## src/osd_params.svh

```systemverilog
`ifndef OSD_PARAMS_SVH
`define OSD_PARAMS_SVH
// Register byte offsets
`define OSD_A_CTRL      6'h00
`define OSD_A_TXT_NRM   6'h04
`define OSD_A_TXT_FLS   6'h08
`define OSD_A_BOX       6'h0C
`define OSD_A_SCRCOL    6'h10
`define OSD_A_SCR_RANGE 6'h14
`define OSD_A_SCR_AREA  6'h18
`define OSD_A_SCR_TOP   6'h1C
`define OSD_A_STATUS    6'h20
`define OSD_A_MAP       6'h24
`define OSD_A_MAPDAT    6'h28
// Timing in ns and derived cycles at 50 MHz
`define OSD_CLK_NS      20
`define OSD_SC_START_NS 10500
`define OSD_SC_END_NS   62500
`define OSD_SC_START_CY ((`OSD_SC_START_NS + `OSD_CLK_NS - 1) / `OSD_CLK_NS)
`define OSD_SC_END_CY   (`OSD_SC_END_NS / `OSD_CLK_NS)
// Vertical screen colour ranges
`define OSD_L625_FIRST  10'h017
`define OSD_L625_LAST   10'h136
`define OSD_L525_FIRST  10'h011
`define OSD_L525_LAST   10'h104
// Display map fields
`define OSD_MAP_EN_BIT  11
`define OSD_MAP_PTR_W   10
`define OSD_MEM_BASE    16'h8000
`define OSD_TXT_ROWS    5'h19
`define OSD_TXT_COLS    6'h28
`define OSD_TXT_CTRLROW 5'h19
`endif

```

## src/osd_pkg.sv

```systemverilog
package osd_pkg;
  typedef enum logic [1:0] {
    OSD_VIDEO = 2'b00,
    OSD_FULL  = 2'b01,
    OSD_MIXSC = 2'b10,
    OSD_MIXVD = 2'b11
  } osd_mode_type;

  typedef struct packed {
    logic       fg;
    logic       bg;
    logic       boxed;
    logic [3:0] fg_col;
    logic [3:0] bg_col;
  } osd_pix_type;

  typedef struct packed {
    logic [3:0] index;
    logic       video_sel;
  } osd_out_type;

  typedef struct packed {
    logic [3:0] pos;
    logic [3:0] height;
    logic [3:0] first_row;
    logic [3:0] last_row;
    logic [3:0] top_line;
    logic [3:0] first_scroll_row;
    logic       enable;
  } osd_scroll_type;
endpackage : osd_pkg

```

## src/osd_display_mode_scroll.sv

```systemverilog
// The Wishbone slave port and the register offsets were left to the implementer.
`timescale 1ns/1ps
// Functional notes
// - Mode 00 gives black and video pass
// - Mode 01 screen colour, box ignored
// - Mode 10 screen colour outside fg/box/bg
// - Mode 11 video outside fg/box/bg
// - Flash or subtitle flag selects alternate bits
// - Separate inside/outside box bit sets
// - Picture/text/background enables decode display
// - Screen colour window in time and lines
// - Caption screen colour from control register
// - Teletext screen colour zero is transparent
// - Area B uses its own teletext screen colour
// - Sixteen map words give row pointers
// - Map bit 11 enables non-scroll text
// - Scroll active only when enabled
// - Window position/height and row range fields
// - Top line and first row drive scroll; top line is only latched and output, first row alone sets the map row
// - Scroll settings latch at field sync
// - Only whole rows show at window edges
// - Teletext 25x40 grid, row 25 hidden
`include "osd_params.svh"
module osd_display_mode_scroll (
  input  wire logic               ref_clk_in,
  input  wire logic               sys_rst_in,
  input  wire logic [31:0]        wb_adr_in,
  input  wire logic [31:0]        wb_dat_in,
  output logic [31:0]             wb_dat_out,
  input  wire logic [3:0]         wb_sel_in,
  input  wire logic               wb_we_in,
  input  wire logic               wb_cyc_in,
  input  wire logic               wb_stb_in,
  output logic                    wb_ack_out,
  input  wire logic               hsync_in,
  input  wire logic               vsync_in,
  input  wire logic               field_sync_in,
  input  wire logic               newsflash_flag_in,
  input  wire logic               subtitle_flag_in,
  input  wire logic               area_b_in,
  input  wire logic [4:0]         txt_row_in,
  input  wire logic [5:0]         txt_col_in,
  input  wire logic [3:0]         disp_row_in,
  input  wire osd_pkg::osd_pix_type pix_in,
  output osd_pkg::osd_out_type    rgb_out,
  output logic                    video_overlay_switch_out,
  output logic [15:0]             row_addr_out,
  output logic                    row_text_en_out,
  output logic                    in_scroll_out,
  output osd_pkg::osd_scroll_type scroll_live_out
);
  import osd_pkg::*;

  logic [2:0]     hs_sync_ff;
  logic [2:0]     vs_sync_ff;
  logic [2:0]     fs_sync_ff;
  logic           hs_state_ff;
  logic           vs_state_ff;
  logic           fs_state_ff;
  logic [11:0]    hcnt_ff;
  logic [9:0]     line_ff;
  logic [2:0]     box_half;
  logic           is525_ff;
  logic [4:0]     ctrl_ff;
  logic [7:0]     txt_nrm_ff;
  logic [7:0]     txt_fls_ff;
  logic [5:0]     box_ff;
  logic [5:0]     scrcol_ff;
  logic [7:0]     scr_range_ff;
  logic [7:0]     scr_area_ff;
  logic [3:0]     scr_top_ff;
  logic [4:0]     status_ff;
  logic [3:0]     map_idx_ff;
  logic [11:0]    map_ff [16];
  osd_scroll_type scroll_ff;
  osd_out_type    out_ff;
  logic           vds_ff;
  logic [15:0]    row_addr_ff;
  logic           row_en_ff;
  logic           in_scroll_ff;
  logic           ack_ff;
  logic [31:0]    rdat_ff;
  logic           hs_rise;
  logic           fs_rise;
  logic           vs_rise;
  logic           wr_req;
  logic           rd_req;
  logic [5:0]     adr;
  logic           win_h;
  logic           win_v;
  logic           win;
  logic [2:0]     txt_bits;
  logic [2:0]     tsc;
  logic           box_on;
  logic           inside_box;
  logic           txt_visible;
  logic [3:0]     srow;
  logic           in_win;
  logic [3:0]     map_row;
  osd_out_type    nxt_out;
  logic           nxt_vds;

  assign adr    = wb_adr_in[5:0];
  assign wr_req = wb_cyc_in & wb_stb_in & wb_we_in & ~ack_ff;
  assign rd_req = wb_cyc_in & wb_stb_in & ~wb_we_in & ~ack_ff;

  // Three-stage input sampling, change taken when stages two and three agree
  always_ff @(posedge ref_clk_in) begin
    if (sys_rst_in) begin
      hs_sync_ff  <= 3'h0;
      vs_sync_ff  <= 3'h0;
      fs_sync_ff  <= 3'h0;
      hs_state_ff <= 1'b0;
      vs_state_ff <= 1'b0;
      fs_state_ff <= 1'b0;
    end else begin
      hs_sync_ff <= {hs_sync_ff[1:0], hsync_in};
      vs_sync_ff <= {vs_sync_ff[1:0], vsync_in};
      fs_sync_ff <= {fs_sync_ff[1:0], field_sync_in};
      if (hs_sync_ff[1] == hs_sync_ff[2]) begin
        hs_state_ff <= hs_sync_ff[2];
      end
      if (vs_sync_ff[1] == vs_sync_ff[2]) begin
        vs_state_ff <= vs_sync_ff[2];
      end
      if (fs_sync_ff[1] == fs_sync_ff[2]) begin
        fs_state_ff <= fs_sync_ff[2];
      end
    end
  end

  assign hs_rise = (hs_sync_ff[1] == hs_sync_ff[2]) & hs_sync_ff[2] & ~hs_state_ff;
  assign vs_rise = (vs_sync_ff[1] == vs_sync_ff[2]) & vs_sync_ff[2] & ~vs_state_ff;
  assign fs_rise = (fs_sync_ff[1] == fs_sync_ff[2]) & fs_sync_ff[2] & ~fs_state_ff;

  // Line timing and line counting
  always_ff @(posedge ref_clk_in) begin
    if (sys_rst_in) begin
      hcnt_ff       <= 12'h000;
      line_ff       <= 10'h000;
      is525_ff      <= 1'b0;
    end else begin
      if (hs_rise) begin
        hcnt_ff <= 12'h000;
      end else if (hcnt_ff != 12'hFFF) begin
        hcnt_ff <= hcnt_ff + 12'h001;
      end
      if (vs_rise) begin
        line_ff       <= 10'h001;
        is525_ff      <= (line_ff < 10'h11D);
      end else if (hs_rise && line_ff != 10'h3FF) begin
        line_ff <= line_ff + 10'h001;
      end
    end
  end

  assign win_h = (hcnt_ff >= 12'(`OSD_SC_START_CY)) && (hcnt_ff < 12'(`OSD_SC_END_CY));
  assign win_v = is525_ff ? (line_ff >= `OSD_L525_FIRST && line_ff <= `OSD_L525_LAST)
                          : (line_ff >= `OSD_L625_FIRST && line_ff <= `OSD_L625_LAST);
  assign win   = win_h & win_v;

  // Register writes
  always_ff @(posedge ref_clk_in) begin
    if (sys_rst_in) begin
      ctrl_ff      <= 5'h00;
      txt_nrm_ff   <= 8'h00;
      txt_fls_ff   <= 8'h00;
      box_ff       <= 6'h00;
      scrcol_ff    <= 6'h00;
      scr_range_ff <= 8'h00;
      scr_area_ff  <= 8'h00;
      scr_top_ff   <= 4'h0;
      status_ff    <= 5'h00;
      map_idx_ff   <= 4'h0;
    end else if (wr_req && wb_sel_in[0]) begin
      case (adr)
        `OSD_A_CTRL:      ctrl_ff      <= wb_dat_in[4:0];
        `OSD_A_TXT_NRM:   txt_nrm_ff   <= wb_dat_in[7:0];
        `OSD_A_TXT_FLS:   txt_fls_ff   <= wb_dat_in[7:0];
        `OSD_A_BOX:       box_ff       <= wb_dat_in[5:0];
        `OSD_A_SCRCOL:    scrcol_ff    <= wb_dat_in[5:0];
        // writes accepted anywhere in the field
        `OSD_A_SCR_RANGE: scr_range_ff <= wb_dat_in[7:0];
        `OSD_A_SCR_AREA:  scr_area_ff  <= wb_dat_in[7:0];
        `OSD_A_SCR_TOP:   scr_top_ff   <= wb_dat_in[3:0];
        `OSD_A_STATUS:    status_ff    <= wb_dat_in[4:0];
        `OSD_A_MAP:       map_idx_ff   <= wb_dat_in[3:0];
        default: begin
        end
      endcase
    end
  end

  genvar gi;
  generate
    for (gi = 0; gi < 16; gi++) begin : g_map
      always_ff @(posedge ref_clk_in) begin
        if (sys_rst_in) begin
          map_ff[gi] <= 12'h000;
        end else if (wr_req && adr == `OSD_A_MAPDAT && map_idx_ff == 4'(gi)) begin
          if (wb_sel_in[0]) begin
            map_ff[gi][7:0] <= wb_dat_in[7:0];
          end
          if (wb_sel_in[1]) begin
            // reserved bit 10 kept at zero
            map_ff[gi][11:8] <= {wb_dat_in[11], 1'b0, wb_dat_in[9:8]};
          end
        end
      end
    end
  endgenerate

  // latch scroll settings at field sync
  always_ff @(posedge ref_clk_in) begin
    if (sys_rst_in) begin
      scroll_ff <= '0;
    end else if (fs_rise) begin
      scroll_ff.pos              <= scr_range_ff[7:4];
      scroll_ff.height           <= scr_range_ff[3:0];
      scroll_ff.first_row        <= scr_area_ff[7:4];
      scroll_ff.last_row         <= scr_area_ff[3:0];
      // top line and first scroll row
      scroll_ff.top_line         <= scr_top_ff;
      scroll_ff.first_scroll_row <= status_ff[3:0];
      scroll_ff.enable           <= status_ff[4];
    end
  end

  // window hit only when enabled; whole display rows only, top line offset not applied
  assign in_win = scroll_ff.enable && (disp_row_in >= scroll_ff.pos) &&
                  ({1'b0, disp_row_in} < {1'b0, scroll_ff.pos} + {1'b0, scroll_ff.height});
  // row within window starts at first scroll row
  assign srow   = 4'(scroll_ff.first_scroll_row + (disp_row_in - scroll_ff.pos));
  assign map_row = in_win ? srow : disp_row_in;

  always_ff @(posedge ref_clk_in) begin
    if (sys_rst_in) begin
      row_addr_ff  <= 16'h0000;
      row_en_ff    <= 1'b0;
      in_scroll_ff <= 1'b0;
    end else begin
      row_addr_ff  <= `OSD_MEM_BASE + {6'h00, map_ff[map_row][`OSD_MAP_PTR_W-1:0]};
      // bit 11 gates text outside scroll area
      row_en_ff    <= in_win | map_ff[map_row][`OSD_MAP_EN_BIT];
      in_scroll_ff <= in_win;
    end
  end

  // flash or subtitle page picks alternate set; inside/outside box halves
  assign box_half   = area_b_in ? box_ff[5:3] : box_ff[2:0];
  assign box_on     = (txt_row_in == 5'h00) ? box_half[0]
                    : (txt_row_in == 5'h18) ? box_half[2]
                    : box_half[1];
  assign inside_box = pix_in.boxed & box_on;
  always_comb begin
    txt_bits = (newsflash_flag_in | subtitle_flag_in) ? txt_fls_ff[2:0] : txt_nrm_ff[2:0];
    if (inside_box) begin
      txt_bits = (newsflash_flag_in | subtitle_flag_in) ? txt_fls_ff[6:4] : txt_nrm_ff[6:4];
    end
  end
  assign tsc = area_b_in ? scrcol_ff[5:3] : scrcol_ff[2:0];
  // only rows 0..24 and columns 0..39 shown
  assign txt_visible = (txt_row_in < `OSD_TXT_ROWS) && (txt_col_in < `OSD_TXT_COLS);

  // Pixel composition
  always_comb begin
    nxt_out = '0;
    nxt_vds = 1'b0;
    if (!ctrl_ff[4]) begin
      case (osd_mode_type'(ctrl_ff[1:0]))
        OSD_VIDEO: begin
          nxt_out = '0;
          nxt_vds = 1'b0;
        end
        // full text, box ignored; screen colour index from control
        OSD_FULL: begin
          nxt_vds = 1'b1;
          if (pix_in.fg) nxt_out.index = pix_in.fg_col;
          else if (pix_in.bg) nxt_out.index = pix_in.bg_col;
          else if (win) nxt_out.index = {ctrl_ff[3:2], 2'b00};
        end
        // screen colour outside fg, box and bg
        OSD_MIXSC: begin
          nxt_vds = 1'b1;
          if (pix_in.fg) nxt_out.index = pix_in.fg_col;
          else if (pix_in.bg || pix_in.boxed) nxt_out.index = pix_in.bg_col;
          else if (win) nxt_out.index = {ctrl_ff[3:2], 2'b00};
          else nxt_vds = 1'b0;
        end
        // video outside fg, box and bg
        OSD_MIXVD: begin
          nxt_vds = pix_in.fg | pix_in.bg | pix_in.boxed;
          if (pix_in.fg) nxt_out.index = pix_in.fg_col;
          else if (pix_in.bg || pix_in.boxed) nxt_out.index = pix_in.bg_col;
        end
        default: begin
          nxt_out = '0;
        end
      endcase
    end else begin
      case (txt_bits)
        3'b000, 3'b001: nxt_vds = 1'b1;
        3'b010: begin
          nxt_vds = 1'b1;
          if (txt_visible && pix_in.fg) nxt_out.index = pix_in.fg_col;
        end
        3'b011: begin
          nxt_vds = 1'b1;
          if (txt_visible && pix_in.fg) nxt_out.index = pix_in.fg_col;
          else if (txt_visible && pix_in.bg) nxt_out.index = pix_in.bg_col;
        end
        3'b100, 3'b101: nxt_vds = 1'b0;
        3'b110: begin
          nxt_vds = txt_visible & pix_in.fg;
          if (nxt_vds) nxt_out.index = pix_in.fg_col;
        end
        3'b111: begin
          nxt_vds = txt_visible & (pix_in.fg | pix_in.bg);
          if (nxt_vds) nxt_out.index = pix_in.fg ? pix_in.fg_col : pix_in.bg_col;
        end
        default: nxt_vds = 1'b0;
      endcase
      // nonzero colour replaces picture and black background
      if (tsc != 3'h0 && win && !(txt_visible && pix_in.fg) &&
          (!nxt_vds || nxt_out.index == 4'h0)) begin
        nxt_out.index = 4'h8 + {1'b0, tsc};
        nxt_vds       = 1'b1;
      end
    end
    nxt_out.video_sel = ~nxt_vds;
  end

  always_ff @(posedge ref_clk_in) begin
    if (sys_rst_in) begin
      out_ff <= '0;
      vds_ff <= 1'b0;
    end else begin
      out_ff <= nxt_out;
      vds_ff <= nxt_vds;
    end
  end

  // Wishbone read data and acknowledge
  always_ff @(posedge ref_clk_in) begin
    if (sys_rst_in) begin
      ack_ff  <= 1'b0;
      rdat_ff <= 32'h0000_0000;
    end else begin
      ack_ff <= wr_req | rd_req;
      if (rd_req) begin
        case (adr)
          `OSD_A_CTRL:      rdat_ff <= {27'h0, ctrl_ff};
          `OSD_A_TXT_NRM:   rdat_ff <= {24'h0, txt_nrm_ff};
          `OSD_A_TXT_FLS:   rdat_ff <= {24'h0, txt_fls_ff};
          `OSD_A_BOX:       rdat_ff <= {26'h0, box_ff};
          `OSD_A_SCRCOL:    rdat_ff <= {26'h0, scrcol_ff};
          `OSD_A_SCR_RANGE: rdat_ff <= {24'h0, scr_range_ff};
          `OSD_A_SCR_AREA:  rdat_ff <= {24'h0, scr_area_ff};
          `OSD_A_SCR_TOP:   rdat_ff <= {28'h0, scr_top_ff};
          `OSD_A_STATUS:    rdat_ff <= {22'h0, is525_ff, in_scroll_ff, scroll_ff.enable,
                                        2'h0, status_ff};
          `OSD_A_MAP:       rdat_ff <= {28'h0, map_idx_ff};
          `OSD_A_MAPDAT:    rdat_ff <= {20'h0, map_ff[map_idx_ff]};
          default:          rdat_ff <= 32'h0000_0000;
        endcase
      end
    end
  end

  assign wb_ack_out               = ack_ff;
  assign wb_dat_out               = rdat_ff;
  assign rgb_out                  = out_ff;
  assign video_overlay_switch_out = vds_ff;
  assign row_addr_out             = row_addr_ff;
  assign row_text_en_out          = row_en_ff;
  assign in_scroll_out            = in_scroll_ff;
  assign scroll_live_out          = scroll_ff;
endmodule : osd_display_mode_scroll

```

## config.mk

```make
export PLATFORM = sky130hd
export DESIGN_NAME = osd_display_mode_scroll
export DESIGN_NICKNAME = d
export VERILOG_FILES = /design/src/osd_pkg.sv /design/src/osd_display_mode_scroll.sv
export VERILOG_INCLUDE_DIRS = /design/src /design/src/src
export SDC_FILE = /design/constraint.sdc
export NUM_CORES = 1
export LEC_CHECK = 0
export ABC_AREA = 1
export BUFFER_PORTS_ARGS = -buffer_cell sky130_fd_sc_hd__buf_4
export CAP_MARGIN = 20
export CORE_AREA = 2 2 271 273
export DETAILED_ROUTE_END_ITERATION = 12
export DIE_AREA = 0 0 273 275
export PLACE_DENSITY_LB_ADDON = 0.12
export SLEW_MARGIN = 20
export SYNTH_ARGS = -nofsm -noshare
export SYNTH_HDL_FRONTEND = slang
export SYNTH_SLANG_ARGS = --single-unit
```

## constraint.sdc

```tcl
create_clock -name ref_clk_in -period 4.4 [get_ports ref_clk_in]
set_clock_uncertainty 0.2 [all_clocks]
set_input_delay 0.44 -clock ref_clk_in [delete_from_list [all_inputs] [get_ports ref_clk_in]]
set_output_delay 0.44 -clock ref_clk_in [all_outputs]
set_load 0.005 [all_outputs]
```

==> impl.org <==
** Placement
- Detailed placer's ending HPWL :: 45800 um
- Timing analysis after detailed placement gives a worst setup slack of 0.622 ns.
- Final weighted congestion in routability-driven placement :: approximately 0.84
- Port buffering added ~110 buffers.

** Timing
- Setup violations remaining at the end of the flow were counted as 0.
- Part of the cycle the worst path needs :: 0.865
- For the pin with the worst max-slew slack, the measured transition is approximately 0.98 ns.
- Summed negative setup slack over all endpoints :: 0 ns
- Max Slew Vio Count :: 0
- Top achievable clock speed :: 263 MHz
- Final-report hold violation count :: 0
- Headroom to the max-slew limit came out at 0.343.
- Clock period minus final worst setup slack :: ~3.8 ns
- Setup slack on the critical path of the routed design comes to approximately 0.6 ns.
- Setup repair after global routing left no endpoint under its margin.

** Die
- Width of the die :: 273 um
- Die outline height :: approximately 280 um
- Core Region :: between 70000 and 80000 um^2
- The initial utilization of the core area, before any placement, comes to 0.248.
- Die Outline Area :: roughly 75000 um^2
- Number of ports placed on the die boundary :: around 190
- In this run the core area contains slightly below 100 standard-cell rows.

** Critical path
- The largest individual stage delay along the critical path comes from the cell dfxtp_1.
- The critical path is of the reg2reg type.
- Among the stages of the critical path, the cell type that occurs most often is nand3_1.
- In this run the worst path has a maximum fanout of 61.
- At the worst endpoint, the required time is about 4.6 ns.
- For this run, the slowest stage of the critical path takes between 0.4 and 0.5 ns.
- Kind of cell with the highest combined delay on the critical path :: simple AND/OR/NAND/NOR gates
- Walking the worst path, the cells encountered are inv_1 > fa_1 > xor2_1 > ha_1 > a21oi_1 > nand3b_1 > nand2_1 > nor2_4 > nand3_1 > nand2_4 > buf_12 > nand2_1 > o211ai_1 > nand3_1 > nand3_1 > a21oi_1.
- The worst setup path is captured at a flip-flop.
- Startpoint type of the worst setup path :: flip-flop
- Buffers and inverters on the worst path :: 2
- Data arrives at the worst endpoint at approximately 4.0 ns.

** Route
- Average via count per standard cell :: 4.76
- Sum of routed wire length over all layers :: between 60000 and 70000 um
- DRC violation count after routing :: 0
- In this run the remaining antenna-violating nets after routing total 0.
- The detailed router finished its first iteration with approximately 1300 violations.
- Drt pass-1 iters :: 8
- The final route contains about 16000 vias.
- In the final routed layout, each cell accounts on average for about 19 um.

** Finish
- Layout net count :: around 2500
- Combined area of the multi-input logic cells :: around 7700 um^2
- Commonest non-fill, non-tap cells in the layout :: nand2_1 (398), nor2_1 (317), inv_1 (284)
- Summing all flip-flop and latch instances after layout gives ~8400 um^2.
- Most common cell after layout, fill and taps aside :: nand2_1
- Fraction of final layout cells with drive strength greater than 1 :: 0.101
- From synthesis to final layout, the design area changed by 17.2%.
- Final design utilization :: 0.290
- Inserted Diodes :: 0
- Counting the fill cells in the layout gives a little under 8000.

** Clock tree
- The tree is rooted in a clkbuf_16.
- The tree built by TritonCTS fans out to around 330 sinks.
- Once the clock tree was built, the setup fixing pass inserted 0 buffers.
- No sink is reached through more buffers than the 3 on the longest clock path.
- TritonCTS built the clock tree.
- Clock slew seen by the registers of the worst setup and hold paths :: 0.07 ns
- The clock reaches the later pin of the worst-skew pair after between 0.5 and 0.6 ns.
- The number of clock buffers added by TritonCTS is between 40 and 50.
- The H-tree was split into 2 levels.

** GRT
- Vias in the first global route :: around 15000
- In the global route stage, overall resource usage came out at 0.172.
- Wire length of the first global-routing pass :: 97500 um
- Entering global routing, the biggest net connects 80 pins.
- The initial antenna violation count came to 1.
- For this run the aggregate overflow at the end of global routing stands at 0.

** Yosys
- Largest family of logic cells by synthesized area :: simple AND/OR/NAND/NOR gates
- Simple logic cell fraction of the synthesized area :: 0.237
- Multiplexer share of the synthesized area :: 0.00112
- Arithmetic-cell share of the synthesized area counting full adders, half adders and majority gates :: 0.0219
- Leading register cell type out of synthesis :: edfxtp_1
- Yosys printed 0 warnings.
- Parity-gate share of the synthesized area counting xor and xnor cells :: 0.00684
- FF+latch count, synth :: between 300 and 400
- After technology mapping, the gate count stands at approximately 2300.
- In this run, synthesis inferred 176 flip-flops with an integrated enable.
- Mean post-synth cell area :: ~7.7 um^2
- Sequential area share after synthesis :: 0.470
- Summing every instance area after synthesis gives 17900 um^2.
- FFs w/ async S/R, synth :: 0
- The complex-gate fraction of the synthesized area was 0.157.
- The number of different library cells used by synthesis comes to 48.

** Job
- The tool flagged a number of max-cap violations equal to 0.

** Power and ir drop
- Power Dens Cells :: about 350 nW/um^2
- Maximum VDD drop :: 0.000207 V
- The analysis attributes to cell leakage a power of slightly below 9 nW.

** Hold path
- The worst hold path belongs to the class in2reg.

** Run status
- The flow ran to the end, and the final reports show no timing, DRC or antenna violations.
[sequential cells by signal, summed over array words and instances (netlist names), 3 cells and up, named ones only]
name / cells
fs_sync_ff: 3
scr_top_ff: 4
txt_fls_ff: 8
txt_nrm_ff: 8
scrcol_ff: 6
map_idx_ff: 4
hs_sync_ff: 3
scr_range_ff: 8
vs_sync_ff: 3
ctrl_ff: 5
scroll_live_out: 25
status_ff: 5
rgb_out: 5
scr_area_ff: 8
map_ff: 176
wb_dat_out: 11
row_addr_out: 11
hcnt_ff: 12
box_ff: 6
line_ff: 10
[layout make-up]
| cell class | instances | share of cell area |
|---|---|---|
| inverters | 296 | 0.0531 |
| multi-input cells | 1578 | 0.367 |
| well taps | 959 | 0.0571 |
| clock buffers | 57 | 0.0566 |
| clock inverters | 20 | 0.00870 |
| flip-flops and latches | 333 | 0.402 |
| repair buffers | 147 | 0.0561 |
[what timing repair did]
item | in CTS | in global routing
endpoints found under the hold margin | 4 | 0
resized for setup | 0 | 0
endpoints found under the setup margin | 0 | 0
hold buffers | 5 | 0
[Yosys cell counts, types with 12 or more instances]
library cell  instances  area (um^2)
buf_4                31          233
o211ai_1             45          338
edfxtp_1            176         5290
inv_1               288         1080
nor3_1               20          100
clkbuf_1             92          345
nand3_1             205         1030
o21ai_0             204         1020
o221ai_1             12          105
ha_1                 25          313
buf_2                20          100
a21oi_1             201         1010
nand2_1             399         1500
dfxtp_1             157         3140
nor2_1              318         1190
nand4_1              31          194
[layer usage]
metal | share of wire | track usage
met1 | 0.47 | 0.238
met2 | 0.46 | 0.279
met3 | 0.052 | 0.0257
met4 | 0.021 | 0.0459
met5 | 0.00024 | 0
[final timing paths]
kind                                     from                         end  slack [ns]  cells past startpoint
max          scroll_live_out[22]$_SDFFE_PP0P_  row_addr_out[0]$_SDFF_PP0_        0.59                     16
min reg2reg          fs_sync_ff[0]$_SDFF_PP0_    fs_sync_ff[1]$_SDFF_PP0_        0.20                      2
max reg2reg  scroll_live_out[22]$_SDFFE_PP0P_  row_addr_out[0]$_SDFF_PP0_        0.59                     16
min                              wb_dat_in[2]  map_idx_ff[2]$_SDFFE_PP0P_        0.06                      3
[metrics by stage]
| stage | hold slack [ns] | total power, mW | std cells | cell area, um^2 |
|---|---|---|---|---|
| 2_1_floorplan | 0.188 | 3.79 | 2364 | 18000 |
| 5_1_grt | 0.0746 | 7.73 | 3390 | 21000 |
| 4_1_cts | 0.0130 | 7.56 | 3390 | 21000 |
| 3_5_place_dp | 0.200 | 4.03 | 3308 | 19600 |
| 3_3_place_gp | 0.193 | 4.02 | 3308 | 19600 |
| 6_report | 0.0559 | 7.45 | 3390 | 21000 |
[logic make-up after synthesis]
kind of cell | count (synthesis)
AOI/OAI and AO/OA | 505
xor gates and xnor gates | 14
adders and majority gates | 29
buffers and inverters | 453
DFF | 333
muxes | 2
other | 1
and+or+nand+nor | 1002
[tightest hold or removal path: stages]
cell     delay (ns)
buf_4          0.11
o21ai_0        0.08
a21oi_1        0.16
[power by group]
part / internal, mW / switching (mW) / total (mW)
sequential: 3.34 / 0.0374 / 3.37
clock: 2.03 / 1.47 / 3.49
combinational: 0.172 / 0.409 / 0.580
total: 5.53 / 1.91 / 7.45
Note: power is estimated with default switching activity, not from simulation.
